## src/shared/wtl_pkg.sv

```systemverilog
/*
 * Package for the wakeup timer and voltage-detect control block:
 * register offsets, field positions, reset values, period tables and
 * the packed structs that carry the bus channels.
 * Assumes a 32-bit AXI4-Lite register bus with byte addresses.
 */
package wtl_pkg;
	// ****************************************************************
	// Register map
	// ****************************************************************
	localparam logic [3:0] WTL_OFS_TIMER = 4'h0; // Wakeup timer status/control
	localparam logic [3:0] WTL_OFS_POWER = 4'h4; // Power monitor status/control
	localparam logic [3:0] WTL_OFS_IRQ_STAT = 4'h8; // Sticky event status
	localparam logic [3:0] WTL_OFS_IRQ_MASK = 4'hC; // Interrupt mask

	// ****************************************************************
	// Timer register fields
	// ****************************************************************
	localparam int WTL_T_FLAG = 7; // Timeout flag
	localparam int WTL_T_ACK = 6; // Acknowledge, write-only
	localparam int WTL_T_CLKSEL = 5; // Clock select
	localparam int WTL_T_IRQEN = 4; // Interrupt enable
	localparam int WTL_T_PSEL_HI = 2; // Period select top bit

	// ****************************************************************
	// Power register fields
	// ****************************************************************
	localparam int WTL_P_FLAG = 7; // Detect flag
	localparam int WTL_P_ACK = 6; // Acknowledge, write-only
	localparam int WTL_P_IRQEN = 5; // Interrupt enable
	localparam int WTL_P_RSTEN = 4; // Reset enable, write-once
	localparam int WTL_P_STOPEN = 3; // Stop-mode enable
	localparam int WTL_P_DETEN = 2; // Detect enable, write-once
	localparam int WTL_P_BANDGAP_BUFFER_ENABLE = 0; // Bandgap buffer enable

	// ****************************************************************
	// Interrupt status and mask bit positions
	// ****************************************************************
	localparam int WTL_I_TIMER = 0; // Wakeup timeout event
	localparam int WTL_I_DETECT = 1; // Voltage-detect event

	// ****************************************************************
	// Reset values
	// ****************************************************************
	localparam logic [7:0] WTL_RST_TIMER = 8'h00;
	localparam logic [7:0] WTL_RST_POWER = 8'h1C;
	localparam logic [1:0] WTL_RST_MASK = 2'h0;

	// ****************************************************************
	// Timing: source clocks are sampled on mclk
	// ****************************************************************
	localparam int WTL_CNT_W = 16; // Widest period counter
	localparam int WTL_PSEL_W = 3; // Period select width
	localparam logic [1:0] WTL_RESP_OKAY = 2'h0;
	localparam logic [1:0] WTL_RESP_SLVERR = 2'h2;

	// Period in source clock ticks, minus one, for the 1 kHz source
	function automatic logic [WTL_CNT_W-1:0] wtl_period_lo(input logic [2:0] sel);
		case (sel)
			3'h1: wtl_period_lo = 16'h0007; // 8 ticks
			3'h2: wtl_period_lo = 16'h001F; // 32 ticks
			3'h3: wtl_period_lo = 16'h003F; // 64 ticks
			3'h4: wtl_period_lo = 16'h007F; // 128 ticks
			3'h5: wtl_period_lo = 16'h00FF; // 256 ticks
			3'h6: wtl_period_lo = 16'h01FF; // 512 ticks
			3'h7: wtl_period_lo = 16'h03FF; // 1024 ticks
			default: wtl_period_lo = 16'h0000;
		endcase
	endfunction

	// Period in source clock ticks, minus one, for the 32 kHz source
	function automatic logic [WTL_CNT_W-1:0] wtl_period_hi(input logic [2:0] sel);
		case (sel)
			3'h1: wtl_period_hi = 16'h00FF; // 256 ticks
			3'h2: wtl_period_hi = 16'h03FF; // 1024 ticks
			3'h3: wtl_period_hi = 16'h07FF; // 2048 ticks
			3'h4: wtl_period_hi = 16'h0FFF; // 4096 ticks
			3'h5: wtl_period_hi = 16'h1FFF; // 8192 ticks
			3'h6: wtl_period_hi = 16'h3FFF; // 16384 ticks
			3'h7: wtl_period_hi = 16'h7FFF; // 32768 ticks
			default: wtl_period_hi = 16'h0000;
		endcase
	endfunction

	// ****************************************************************
	// Bus carriers
	// ****************************************************************
	typedef struct packed {
		logic [3:0] addr;
		logic [31:0] data;
		logic [3:0] strb;
	} wtl_wreq_t;

	typedef struct packed {
		logic [31:0] data;
		logic [1:0] resp;
	} wtl_rsp_t;
endpackage

```

## src/design/wtl_sync.sv

```systemverilog
/*
 * Two-flop synchroniser for asynchronous single-bit levels.
 * Assumes the input is a slow level or a clock much slower than mclk.
 */
`timescale 1ns/10ps
module wtl_sync (
	input wire logic mclk,
	input wire logic resetn,
	input wire logic din,
	output logic dout
);
	logic meta_reg; // First stage, read only by the second
	logic meta_next;
	logic dout_next;

	// ****************************************************************
	// Next values
	// ****************************************************************
	always_comb begin
		meta_next = din;
		dout_next = meta_reg;
	end

	// Register both stages
	always_ff @(posedge mclk or negedge resetn) begin
		if (!resetn) begin
			meta_reg <= 1'b0;
			dout <= 1'b0;
		end else begin
			meta_reg <= meta_next;
			dout <= dout_next;
		end
	end
endmodule

```

## src/design/wtl_period_timer.sv

```systemverilog
/*
 * Periodic wakeup counter. Counts rising edges of the selected,
 * already synchronised source clock and pulses at the end of the period.
 * Assumes both source clocks arrive synchronised to mclk.
 */
`timescale 1ns/10ps
module wtl_period_timer (
	input wire logic mclk,
	input wire logic resetn,
	input wire logic clk_lo_sync,
	input wire logic clk_hi_sync,
	input wire logic clock_select,
	input wire logic [2:0] period_select,
	output logic timeout
);
	logic lo_prev_reg; // Last seen level of the 1 kHz source
	logic hi_prev_reg; // Last seen level of the 32 kHz source
	logic [wtl_pkg::WTL_CNT_W-1:0] count_reg;
	logic [wtl_pkg::WTL_CNT_W-1:0] count_next;
	logic [3:0] cfg_reg; // Previous configuration, for restart
	logic timeout_next;
	logic tick;
	logic [wtl_pkg::WTL_CNT_W-1:0] limit;

	// ****************************************************************
	// Counter next state
	// ****************************************************************
	always_comb begin
		tick = clock_select ? (clk_hi_sync & ~hi_prev_reg) : (clk_lo_sync & ~lo_prev_reg);
		limit = clock_select ? wtl_pkg::wtl_period_hi(period_select) : wtl_pkg::wtl_period_lo(period_select);
		count_next = count_reg;
		timeout_next = 1'b0;
		if (period_select == 3'h0 || cfg_reg != {clock_select, period_select}) begin
			count_next = '0; // Restart on disable or reconfigure; free tick phase
		end else if (tick) begin
			if (count_reg >= limit) begin
				count_next = '0; // Period end
				timeout_next = 1'b1;
			end else begin
				count_next = count_reg + 16'h0001;
			end
		end
	end

	// Register counter state
	always_ff @(posedge mclk or negedge resetn) begin
		if (!resetn) begin
			lo_prev_reg <= 1'b0;
			hi_prev_reg <= 1'b0;
			count_reg <= '0;
			cfg_reg <= 4'h0;
			timeout <= 1'b0;
		end else begin
			lo_prev_reg <= clk_lo_sync;
			hi_prev_reg <= clk_hi_sync;
			count_reg <= count_next;
			cfg_reg <= {clock_select, period_select};
			timeout <= timeout_next;
		end
	end
endmodule

```

## src/design/wtl_sysctl.sv

```systemverilog
/*
 * Wakeup timer and voltage-detect system control register bank with an
 * AXI4-Lite slave, sticky interrupt status with mask, and control outputs.
 * Assumes the two source clocks and the analog detect level are
 * asynchronous to mclk and much slower than it.
 */
`timescale 1ns/10ps
module wtl_sysctl (
	input wire logic mclk,
	input wire logic resetn,
	input wire logic clk_1khz,
	input wire logic clk_32khz,
	input wire logic detect_in,
	input wire logic stop_mode,
	input wire logic [3:0] s_axi_awaddr,
	input wire logic s_axi_awvalid,
	output logic s_axi_awready,
	input wire logic [31:0] s_axi_wdata,
	input wire logic [3:0] s_axi_wstrb,
	input wire logic s_axi_wvalid,
	output logic s_axi_wready,
	output logic [1:0] s_axi_bresp,
	output logic s_axi_bvalid,
	input wire logic s_axi_bready,
	input wire logic [3:0] s_axi_araddr,
	input wire logic s_axi_arvalid,
	output logic s_axi_arready,
	output logic [31:0] s_axi_rdata,
	output logic [1:0] s_axi_rresp,
	output logic s_axi_rvalid,
	input wire logic s_axi_rready,
	output logic irq,
	output logic wakeup_irq_req,
	output logic voltage_detect_irq_req,
	output logic system_reset_req,
	output logic bandgap_buffer_enable
);
	// ****************************************************************
	// Declarations
	// ****************************************************************
	logic lo_sync; // 1 kHz source in mclk domain
	logic hi_sync; // 32 kHz source in mclk domain
	logic det_sync; // Detect level in mclk domain
	logic timeout; // One-cycle timeout pulse
	logic det_prev_reg; // Detect level last cycle
	logic [7:0] timer_reg; // Timer register; bits 7,5,4,2:0 stored
	logic [7:0] timer_next;
	logic [7:0] power_reg; // Power register; bits 7,5,4,3,2,0 stored
	logic [7:0] power_next;
	logic rsten_done_reg; // Reset-enable bit already written
	logic rsten_done_next;
	logic deten_done_reg; // Detect-enable bit already written
	logic deten_done_next;
	logic [1:0] stat_reg; // Sticky event status
	logic [1:0] stat_next;
	logic [1:0] mask_reg; // Interrupt mask
	logic [1:0] mask_next;
	logic aw_held_reg; // Write address taken
	logic aw_held_next;
	logic w_held_reg; // Write data taken
	logic w_held_next;
	wtl_pkg::wtl_wreq_t wreq_reg; // Captured write request
	wtl_pkg::wtl_wreq_t wreq_next;
	logic bvalid_next;
	logic [1:0] bresp_next;
	wtl_pkg::wtl_rsp_t rsp_next; // Read answer
	logic rvalid_next;
	logic awready_next;
	logic wready_next;
	logic arready_next;
	logic do_write; // Both halves held, write now
	logic det_event; // Qualified detect rising edge
	logic irq_next;
	logic wk_req_next;
	logic vd_req_next;
	logic rst_req_next;
	logic bg_next;

	// ****************************************************************
	// Synchronisers and period timer
	// ****************************************************************
	// Asynchronous inputs pass two flops
	wtl_sync u_sync_lo (.mclk(mclk), .resetn(resetn), .din(clk_1khz), .dout(lo_sync));
	wtl_sync u_sync_hi (.mclk(mclk), .resetn(resetn), .din(clk_32khz), .dout(hi_sync));
	wtl_sync u_sync_det (.mclk(mclk), .resetn(resetn), .din(detect_in), .dout(det_sync));

	// Counter of rising edges of the chosen source, clocked by mclk
	wtl_period_timer u_timer (
		.mclk(mclk),
		.resetn(resetn),
		.clk_lo_sync(lo_sync),
		.clk_hi_sync(hi_sync),
		.clock_select(timer_reg[wtl_pkg::WTL_T_CLKSEL]),
		.period_select(timer_reg[wtl_pkg::WTL_T_PSEL_HI:0]),
		.timeout(timeout)
	);

	// ****************************************************************
	// AXI4-Lite write and read channels
	// ****************************************************************
	always_comb begin
		aw_held_next = aw_held_reg;
		w_held_next = w_held_reg;
		wreq_next = wreq_reg;
		bvalid_next = s_axi_bvalid;
		bresp_next = s_axi_bresp;
		// Address and data are taken independently
		if (s_axi_awvalid && s_axi_awready) begin
			aw_held_next = 1'b1;
			wreq_next.addr = s_axi_awaddr;
		end
		if (s_axi_wvalid && s_axi_wready) begin
			w_held_next = 1'b1;
			wreq_next.data = s_axi_wdata;
			wreq_next.strb = s_axi_wstrb;
		end
		do_write = aw_held_reg && w_held_reg && !s_axi_bvalid;
		if (do_write) begin
			aw_held_next = 1'b0;
			w_held_next = 1'b0;
			bvalid_next = 1'b1;
			case (wreq_reg.addr)
				wtl_pkg::WTL_OFS_TIMER, wtl_pkg::WTL_OFS_POWER,
				wtl_pkg::WTL_OFS_IRQ_STAT, wtl_pkg::WTL_OFS_IRQ_MASK: begin
					bresp_next = wtl_pkg::WTL_RESP_OKAY;
				end
				default: begin
					bresp_next = wtl_pkg::WTL_RESP_SLVERR; // Unmapped
				end
			endcase
		end else if (s_axi_bvalid && s_axi_bready) begin
			bvalid_next = 1'b0;
		end
		awready_next = !aw_held_next && !bvalid_next;
		wready_next = !w_held_next && !bvalid_next;
		// Read channel
		rsp_next.data = s_axi_rdata;
		rsp_next.resp = s_axi_rresp;
		rvalid_next = s_axi_rvalid;
		if (s_axi_arvalid && s_axi_arready) begin
			rvalid_next = 1'b1;
			rsp_next.resp = wtl_pkg::WTL_RESP_OKAY;
			case (s_axi_araddr)
				// Acknowledge bits always read zero
				wtl_pkg::WTL_OFS_TIMER: begin
					rsp_next.data = {24'h000000, timer_reg & 8'hB7};
				end
				wtl_pkg::WTL_OFS_POWER: begin
					rsp_next.data = {24'h000000, power_reg & 8'hBD};
				end
				wtl_pkg::WTL_OFS_IRQ_STAT: begin
					rsp_next.data = {30'h00000000, stat_reg};
				end
				wtl_pkg::WTL_OFS_IRQ_MASK: begin
					rsp_next.data = {30'h00000000, mask_reg};
				end
				default: begin
					rsp_next.data = 32'h00000000;
					rsp_next.resp = wtl_pkg::WTL_RESP_SLVERR;
				end
			endcase
		end else if (s_axi_rvalid && s_axi_rready) begin
			rvalid_next = 1'b0;
		end
		arready_next = !rvalid_next;
	end

	// ****************************************************************
	// Register bank and event flags
	// ****************************************************************
	always_comb begin
		timer_next = timer_reg;
		power_next = power_reg;
		rsten_done_next = rsten_done_reg;
		deten_done_next = deten_done_reg;
		stat_next = stat_reg;
		mask_next = mask_reg;
		// Detection runs when enabled, and in stop only if allowed
		det_event = det_sync && !det_prev_reg && power_reg[wtl_pkg::WTL_P_DETEN]
			&& (!stop_mode || power_reg[wtl_pkg::WTL_P_STOPEN]);
		// Software writes, low byte lane only
		if (do_write && wreq_reg.strb[0]) begin
			case (wreq_reg.addr)
				wtl_pkg::WTL_OFS_TIMER: begin
					timer_next[wtl_pkg::WTL_T_CLKSEL] = wreq_reg.data[wtl_pkg::WTL_T_CLKSEL];
					timer_next[wtl_pkg::WTL_T_IRQEN] = wreq_reg.data[wtl_pkg::WTL_T_IRQEN];
					timer_next[wtl_pkg::WTL_T_PSEL_HI:0] = wreq_reg.data[wtl_pkg::WTL_T_PSEL_HI:0];
					if (wreq_reg.data[wtl_pkg::WTL_T_ACK]) begin
						timer_next[wtl_pkg::WTL_T_FLAG] = 1'b0; // Acknowledge
					end
				end
				wtl_pkg::WTL_OFS_POWER: begin
					power_next[wtl_pkg::WTL_P_IRQEN] = wreq_reg.data[wtl_pkg::WTL_P_IRQEN];
					power_next[wtl_pkg::WTL_P_STOPEN] = wreq_reg.data[wtl_pkg::WTL_P_STOPEN];
					power_next[wtl_pkg::WTL_P_BANDGAP_BUFFER_ENABLE] = wreq_reg.data[wtl_pkg::WTL_P_BANDGAP_BUFFER_ENABLE];
					// Write-once bits lock after the first write
					if (!rsten_done_reg) begin
						power_next[wtl_pkg::WTL_P_RSTEN] = wreq_reg.data[wtl_pkg::WTL_P_RSTEN];
						rsten_done_next = 1'b1;
					end
					if (!deten_done_reg) begin
						power_next[wtl_pkg::WTL_P_DETEN] = wreq_reg.data[wtl_pkg::WTL_P_DETEN];
						deten_done_next = 1'b1;
					end
					if (wreq_reg.data[wtl_pkg::WTL_P_ACK]) begin
						power_next[wtl_pkg::WTL_P_FLAG] = 1'b0; // Acknowledge
					end
				end
				wtl_pkg::WTL_OFS_IRQ_STAT: begin
					stat_next = stat_reg & ~wreq_reg.data[1:0]; // Write one to clear
				end
				wtl_pkg::WTL_OFS_IRQ_MASK: begin
					mask_next = wreq_reg.data[1:0];
				end
				default: begin
					mask_next = mask_reg;
				end
			endcase
		end
		// Hardware sets win over clears in the same cycle
		if (timeout) begin
			timer_next[wtl_pkg::WTL_T_FLAG] = 1'b1;
			stat_next[wtl_pkg::WTL_I_TIMER] = 1'b1;
		end
		if (det_event) begin
			power_next[wtl_pkg::WTL_P_FLAG] = 1'b1;
			stat_next[wtl_pkg::WTL_I_DETECT] = 1'b1;
		end
		// Request outputs follow the next register values
		wk_req_next = timer_next[wtl_pkg::WTL_T_FLAG] && timer_next[wtl_pkg::WTL_T_IRQEN];
		vd_req_next = power_next[wtl_pkg::WTL_P_FLAG] && power_next[wtl_pkg::WTL_P_IRQEN];
		rst_req_next = power_next[wtl_pkg::WTL_P_FLAG] && power_next[wtl_pkg::WTL_P_RSTEN]
			&& power_next[wtl_pkg::WTL_P_DETEN];
		bg_next = power_next[wtl_pkg::WTL_P_BANDGAP_BUFFER_ENABLE];
		irq_next = |(stat_next & mask_next);
	end

	// Register all state and outputs
	always_ff @(posedge mclk or negedge resetn) begin
		if (!resetn) begin
			timer_reg <= wtl_pkg::WTL_RST_TIMER;
			power_reg <= wtl_pkg::WTL_RST_POWER;
			rsten_done_reg <= 1'b0;
			deten_done_reg <= 1'b0;
			stat_reg <= 2'h0;
			mask_reg <= wtl_pkg::WTL_RST_MASK;
			det_prev_reg <= 1'b0;
			aw_held_reg <= 1'b0;
			w_held_reg <= 1'b0;
			wreq_reg <= '0;
			s_axi_awready <= 1'b0;
			s_axi_wready <= 1'b0;
			s_axi_bvalid <= 1'b0;
			s_axi_bresp <= 2'h0;
			s_axi_arready <= 1'b0;
			s_axi_rvalid <= 1'b0;
			s_axi_rdata <= 32'h00000000;
			s_axi_rresp <= 2'h0;
			irq <= 1'b0;
			wakeup_irq_req <= 1'b0;
			voltage_detect_irq_req <= 1'b0;
			system_reset_req <= 1'b0;
			bandgap_buffer_enable <= 1'b0;
		end else begin
			timer_reg <= timer_next;
			power_reg <= power_next;
			rsten_done_reg <= rsten_done_next;
			deten_done_reg <= deten_done_next;
			stat_reg <= stat_next;
			mask_reg <= mask_next;
			det_prev_reg <= det_sync;
			aw_held_reg <= aw_held_next;
			w_held_reg <= w_held_next;
			wreq_reg <= wreq_next;
			s_axi_awready <= awready_next;
			s_axi_wready <= wready_next;
			s_axi_bvalid <= bvalid_next;
			s_axi_bresp <= bresp_next;
			s_axi_arready <= arready_next;
			s_axi_rvalid <= rvalid_next;
			s_axi_rdata <= rsp_next.data;
			s_axi_rresp <= rsp_next.resp;
			irq <= irq_next;
			wakeup_irq_req <= wk_req_next;
			voltage_detect_irq_req <= vd_req_next;
			system_reset_req <= rst_req_next;
			bandgap_buffer_enable <= bg_next;
		end
	end

	// ****************************************************************
	// Assertions
	// ****************************************************************
	a_timer_flag_set: assert property (@(posedge mclk) disable iff (!resetn)
		timeout |=> timer_reg[wtl_pkg::WTL_T_FLAG]) else $error("timeout did not set flag");
	a_timer_ack_clr: assert property (@(posedge mclk) disable iff (!resetn)
		(do_write && wreq_reg.strb[0] && wreq_reg.addr == wtl_pkg::WTL_OFS_TIMER
		&& wreq_reg.data[wtl_pkg::WTL_T_ACK] && !timeout) |=> !timer_reg[wtl_pkg::WTL_T_FLAG])
		else $error("timer ack did not clear flag");
	a_timer_req_gate: assert property (@(posedge mclk) disable iff (!resetn)
		wakeup_irq_req |-> (timer_reg[wtl_pkg::WTL_T_FLAG] && timer_reg[wtl_pkg::WTL_T_IRQEN]))
		else $error("timer request without flag and enable");
	a_timer_off_quiet: assert property (@(posedge mclk) disable iff (!resetn)
		(timer_reg[2:0] == 3'h0) [*3] |-> !timeout) else $error("disabled timer timed out");
	a_detect_gated: assert property (@(posedge mclk) disable iff (!resetn)
		(!power_reg[wtl_pkg::WTL_P_DETEN] && !power_reg[wtl_pkg::WTL_P_FLAG])
		|=> !power_reg[wtl_pkg::WTL_P_FLAG]) else $error("detect flag set while disabled");
	a_detect_req_gate: assert property (@(posedge mclk) disable iff (!resetn)
		voltage_detect_irq_req |-> (power_reg[wtl_pkg::WTL_P_FLAG] && power_reg[wtl_pkg::WTL_P_IRQEN]))
		else $error("detect request without flag and enable");
	a_reset_force: assert property (@(posedge mclk) disable iff (!resetn)
		system_reset_req == (power_reg[wtl_pkg::WTL_P_FLAG] && power_reg[wtl_pkg::WTL_P_RSTEN]
		&& power_reg[wtl_pkg::WTL_P_DETEN])) else $error("system reset request mismatch");
	a_bandgap_follow: assert property (@(posedge mclk) disable iff (!resetn)
		bandgap_buffer_enable == power_reg[wtl_pkg::WTL_P_BANDGAP_BUFFER_ENABLE]) else $error("bandgap enable mismatch");
	a_once_locked: assert property (@(posedge mclk) disable iff (!resetn)
		deten_done_reg |=> $stable(power_reg[wtl_pkg::WTL_P_DETEN])) else $error("write-once bit changed");
	a_stop_blocks: assert property (@(posedge mclk) disable iff (!resetn)
		(stop_mode && !power_reg[wtl_pkg::WTL_P_STOPEN]) |-> !det_event) else $error("detect in stop");
	c_timeout: cover property (@(posedge mclk) disable iff (!resetn) timeout);
	c_detect: cover property (@(posedge mclk) disable iff (!resetn) det_event);
	c_irq: cover property (@(posedge mclk) disable iff (!resetn) irq);
	c_reset_req: cover property (@(posedge mclk) disable iff (!resetn) system_reset_req);
endmodule

```

## config.mk

```make
export PLATFORM = sky130hd
export DESIGN_NAME = wtl_sysctl
export DESIGN_NICKNAME = d
export VERILOG_FILES = /design/src/shared/wtl_pkg.sv /design/src/design/wtl_sync.sv /design/src/design/wtl_period_timer.sv /design/src/design/wtl_sysctl.sv
export SDC_FILE = /design/constraint.sdc
export NUM_CORES = 1
export LEC_CHECK = 0
export ABC_AREA = 1
export BUFFER_PORTS_ARGS = -buffer_cell sky130_fd_sc_hd__clkbuf_2
export CAP_MARGIN = 20
export CORE_ASPECT_RATIO = 2
export CORE_MARGIN = 1
export CORE_UTILIZATION = 35
export CTS_BUF_LIST = sky130_fd_sc_hd__clkbuf_8
export CTS_CLUSTER_DIAMETER = 80
export DETAILED_ROUTE_END_ITERATION = 12
export GPL_ROUTABILITY_DRIVEN = 0
export PLACE_DENSITY = 0.61
export SLEW_MARGIN = 20
export SYNTH_ARGS = -nofsm -noshare
export SYNTH_HDL_FRONTEND = slang
export SYNTH_SLANG_ARGS = --single-unit
```

## constraint.sdc

```tcl
create_clock -name mclk -period 6.2 [get_ports mclk]
set_input_delay 1.86 -clock mclk [delete_from_list [all_inputs] [get_ports mclk]]
set_output_delay 1.86 -clock mclk [all_outputs]
set_load 0.02 [all_outputs]
```

Word-level counts from Yosys, hierarchy flattened
Cells that the tools add are included.

Flip-flop bits (word level): 107. Output and inout port bits: 46. Word-level logic and storage cells: 138.

$add $sub $neg: 1. $lt $le $gt $ge: 1. Eq/ne operators: 14. Muxes and demuxes: 43. Bitwise gates (word level): 7. Reductions and logical operators: 35.

Operators with widths (count): 15-bit case mux with 7 select lines (1); 10-bit case mux with 7 select lines (1); 16-bit two-way mux (3); 8-bit case mux with 4 select lines (1); 1-bit two-way mux (28); 1-bit logical AND (17); 16-bit by 1-bit adder with 16-bit output (second input constant) (1); 4-bit equality test (second input constant) (4); 16-bit greater-or-equal comparator (1); 15-bit two-way mux (1); 3-bit equality test (second input constant) (4); 2-bit two-way mux (6); 4-bit by 3-bit equality test with 1-bit output (second input constant) (2); 4-bit logical NOT (2); 4-bit two-way mux (2); 4-bit OR reduction (2); 1-bit logical NOT (7); 3-bit by 2-bit equality test with 1-bit output (second input constant) (2); 2-bit bitwise AND (2); 4-bit inequality test (1); 2-bit AND reduction (2); 3-bit by 1-bit equality test with 1-bit output (second input constant) (1); 3-bit logical NOT (1); 1-bit bitwise AND (2); other kinds (5) (7).

Depth between registers and ports, before layout
Word-level depth: 7. Mapped depth: 18. Gate-level depth less buffers: 17.

Hierarchy
From an unflattened synthesis, not the netlist that was laid out.

Cell total of the unflattened synthesis: 510. Area total of the unflattened synthesis: 4369.2 um^2.

Modules (own cells, without submodules): wtl_sysctl (times used 1, cells each 259, area an instance 2287.2 um^2, seq. area each 1255.0 um^2); wtl_period_timer (times used 1, cells each 245, area an instance 1931.9 um^2, seq. area each 575.6 um^2); wtl_sync (times used 3, cells each 2, area an instance 50.0 um^2, seq. area each 50.0 um^2).

Least setup slack after synthesis
Ideal clock, no wire load.

Path kind: input to register. Start: in s_axi_araddr[1]. End: reg s_axi_rdata[0]. Library setup time: 65 ps. Arrival time: 2658 ps. Setup slack: 3477 ps. Stages on the path: 5. Buffers on the path: 0. Cell sequence: nor2_1 -> nand3_1 -> o2111ai_1 -> nand2_1 -> nand2_1.

Cells in the longest elaborated chain, start to end: 2.

Ends and longest elaborated chain: start, declared (RTL line wtl_sysctl.sv:25) `input wire logic [3:0] s_axi_araddr,`; 4-bit equality test, or another cell as far along (RTL line wtl_sysctl.sv:143) `case (s_axi_araddr)`; 8-bit case mux with 4 select lines * (RTL line wtl_sysctl.sv:143); end signal, assigned (RTL line wtl_sysctl.sv:281) `s_axi_rdata <= rsp_next.data;`; end, declared (RTL line wtl_sysctl.sv:28) `output logic [31:0] s_axi_rdata,`.

Every way passes the cells marked *; elsewhere a longest branch is shown, timed or not. A chain may end at the register's enable or synchronous reset.

==> out/results.txt <==
DR top layer -> met4
Worst path arrival time -> 0.92 ns
Initial antenna violation count -> 0
Number of synthesized flops with an enable pin -> 0
Congestion Overflow GR -> 0
Max Clock Freq -> 360 MHz
Clock Skews -> 0.0154 ns
Clock sinks -> 79
Final Hold Viols -> 0
First-pass GRT wire length -> 14,900 µm
Setup-failing EPs final -> 0
Rel. slew slack -> 0.518
# diodes -> 0
Die Y -> 156 µm
Crit path buf inv count -> 1
Root Buffer -> clkbuf_8
Cts repair resizes -> 0
CTS tree -> yes
Num CTS Buffers -> 9
Setup TNS -> 0 ns
Post-synth ARST share -> 1.00
Routed WL -> 8790 µm
CP max stage cell -> dfrtp_1
Outcome -> complete, no violations
Die W -> 79.0 µm
Hold-fix buffers at CTS -> 0
Nets -> 624
NetSw -> 623 µW
# DRC -> 0
Hold crit path type -> reg -> reg
Worst ir drop on vdd -> 0.242 mV
H-tree Lvls -> 3
Worst-path clk slew -> 0.09 ns
Synth area leaders -> dfrtp_1, nand2_1, inv_1
Crit path kind -> reg -> out
Synth Register Bits -> 79
Max FFs per register -> 16
Post-detail-place hpwl -> 6750 µm
Post-Syn Instances -> 505
Period utilization -> 0.449
DP Area -> 4410 µm²
Post-route ant nets -> 0
DR pass1 iterations -> 4
Post-synthesis sequential area ratio -> 0.477
Max FO, Critical Path -> 3
Die ar. -> 12,300 µm²
Library cells used by synthesis -> 31
Ports -> 101
Via count -> 3,244
Ys flop type -> dfrtp_1
Time the worst path needs with I/O delays and setup -> 2.78 ns
Mean cell area of the mapped netlist -> 8.23 µm²
Synthesized cell area -> 4160 µm²
RSZ-0062 raised after global routing -> no
Clk pwr share -> 0.216
Pins over their slew limit -> 0
Vias in the first global route -> 3,259
Worst-Skew Late Latency -> 0.37 ns
Area leader, netlist -> dfrtp_1
Cell family with most CP delay -> flip-flops
Critical path endpoint category -> primary output
Met1 WL -> 3190 µm
P_leak -> 0.00241 µW
Synth warnings -> 0
Share of post-route cells with drive strength above 1 -> 0.174
Largest net degree at the start of global routing -> 80
Sw frac -> 0.401
Routed length per instance -> 12.5 µm
Final instance area -> 4580 µm²
Yosys top cell area share -> 0.458
Metal3 WL -> 305 µm
Int Pwr -> 929 µW
Register share of total power -> 0.463
Met2 WL post-DR -> 4950 µm
Num rows -> 56
Initial core utilization -> 0.357
Post-CTS Repair Setup Buffers -> 0
Slowest stage delay, CP -> 0.40 ns
Power share of the combinational group -> 0.321
Initial DRC count -> 151
P per Cell Area -> 339 nW/µm²
Maximum clock insertion buffer count -> 2
CP Cell Sequence -> clkbuf_2
Measured slew at the worst slew-check pin -> 0.722 ns
Overall routing resource usage -> 0.157
Max_cap viols -> 0
Buffers added on ports -> 45
CORE AREA -> 11,600 µm²
Worst EP required -> 4.34 ns
Startpoint class of the critical path -> flip-flop
Area grow syn2layout -> 10.1%
Vias/cell -> 4.61
## cells in the final DEF (no fill, tap or decap)
cell type,count
o21a_1,1
nand3_2,11
o2111ai_1,1
nor3b_1,1
clkinvlp_4,3
clkbuf_8,9
clkinv_2,3
nor4_1,1
nor2_4,1
inv_1,68
nand2_2,6
nor2_2,5
nand2_4,2
conb_1,27
nor3_4,1
inv_2,5
nand2_1,160
dfrtp_1,76
a21oi_1,11
xnor2_4,1
nor3_1,3
nand4_4,1
nand3_1,15
nor3_2,1
o21ai_0,35
clkbuf_2,44
nor2_1,33
ha_1,16
buf_6,1
o21bai_1,1
nand4_1,9
dfstp_2,3
o22ai_1,3
## path summary, 6_finish.rpt
check | startpoint | to | slack [ns] | cells past startpoint
setup / recovery | power_reg[0]$_DFFE_PN0P_ | bandgap_buffer_enable | 3.42 | 1
hold / removal | u_sync_hi.dout_next$_DFF_PN0_ | u_sync_hi.dout$_DFF_PN0_ | 0.36 | 0
setup reg to reg | timer_reg[5]$_DFFE_PN0P_ | u_timer.count_reg[2]$_DFFE_PN0P_ | 3.54 | 12
hold reg to reg | u_sync_hi.dout_next$_DFF_PN0_ | u_sync_hi.dout$_DFF_PN0_ | 0.36 | 0
max in group asynchronous | resetn | s_axi_rdata[5]$_DFFE_PN0P_ | 4.18 | 1
min in group asynchronous | resetn | u_timer.count_reg[7]$_DFFE_PN0P_ | 1.50 | 1
## area by class of cell
type	instances	area [µm²]
clock buffers	9	124
clock inverters	7	41.3
fillers	1213	7060
inverters	72	270
multi-input cells	346	1750
flip-flops and latches	79	1980
well taps	145	181
repair buffers	45	231
## per-layer routing
| layer | vias up | track usage |
|---|---|---|
| met5 | - | 0 |
| li1 | 1621 | - |
| met2 | 78 | 0.300 |
| met3 | 19 | 0.0363 |
| met1 | 1526 | 0.152 |
| met4 | 0 | 0.0797 |
## cells by family after synthesis
family,Yosys count,synth area share
flip-flops,79,0.477
buffers and inverters,106,0.126
other,1,0.000902
AND/OR/NAND/NOR,250,0.276
XOR/XNOR,1,0.00663
adder cells (fa/ha/maj),16,0.0482
AO/OA/AOI/OAI,52,0.0656
## Yosys cell counts, types with 2 or more instances
cell and number:
a21oi_1 11, nand2_1 160, buf_4 28, inv_1 67, nand4_1 9, nand3_1 15
o22ai_1 3, nand3_2 11, buf_6 3, dfstp_2 3, ha_1 16, dfrtp_1 76
nor3_1 3, nor2_2 5, inv_2 5, nor2_1 33, o21ai_0 35, nand2_2 6
nand2_4 2, clkbuf_1 3
## per-stage QoR
stage | util | hold slack [ns] | power [µW] | instances | worst slack (ns)
6_report | 0.393 | 0.357 | 1550 | 703 | 3.42
3_3_place_gp | 0.379 | 0.333 | 1210 | 687 | 3.09
4_1_cts | 0.393 | 0.361 | 1570 | 703 | 3.40
5_1_grt | 0.393 | 0.364 | 1680 | 703 | 3.31
3_5_place_dp | 0.379 | 0.340 | 1230 | 687 | 3.07
2_1_floorplan | - | 0.331 | 1110 | 531 | 3.48
## worst register-to-register path: stages (launching register included)
cell      delay [ns]
dfrtp_1         0.66
nand2_1         0.19
inv_1           0.15
o21ai_0         0.13
o21bai_1        0.20
ha_1            0.31
nand4_1         0.09
nor3_1          0.24
nand2_1         0.09
nand2_1         0.08
nand2_1         0.08
nand2_2         0.24
nor2_1          0.09
## power groups by stage
stage | sequential [µW] | combinational, µW | clock [µW]
after global routing | 735 | 571 | 369
after CTS | 719 | 504 | 347
after detailed placement | 729 | 501 | 0
after floorplan | 730 | 375 | 0
final | 718 | 498 | 336
after global placement | 723 | 486 | 0
(Power assumes the default switching activity.)
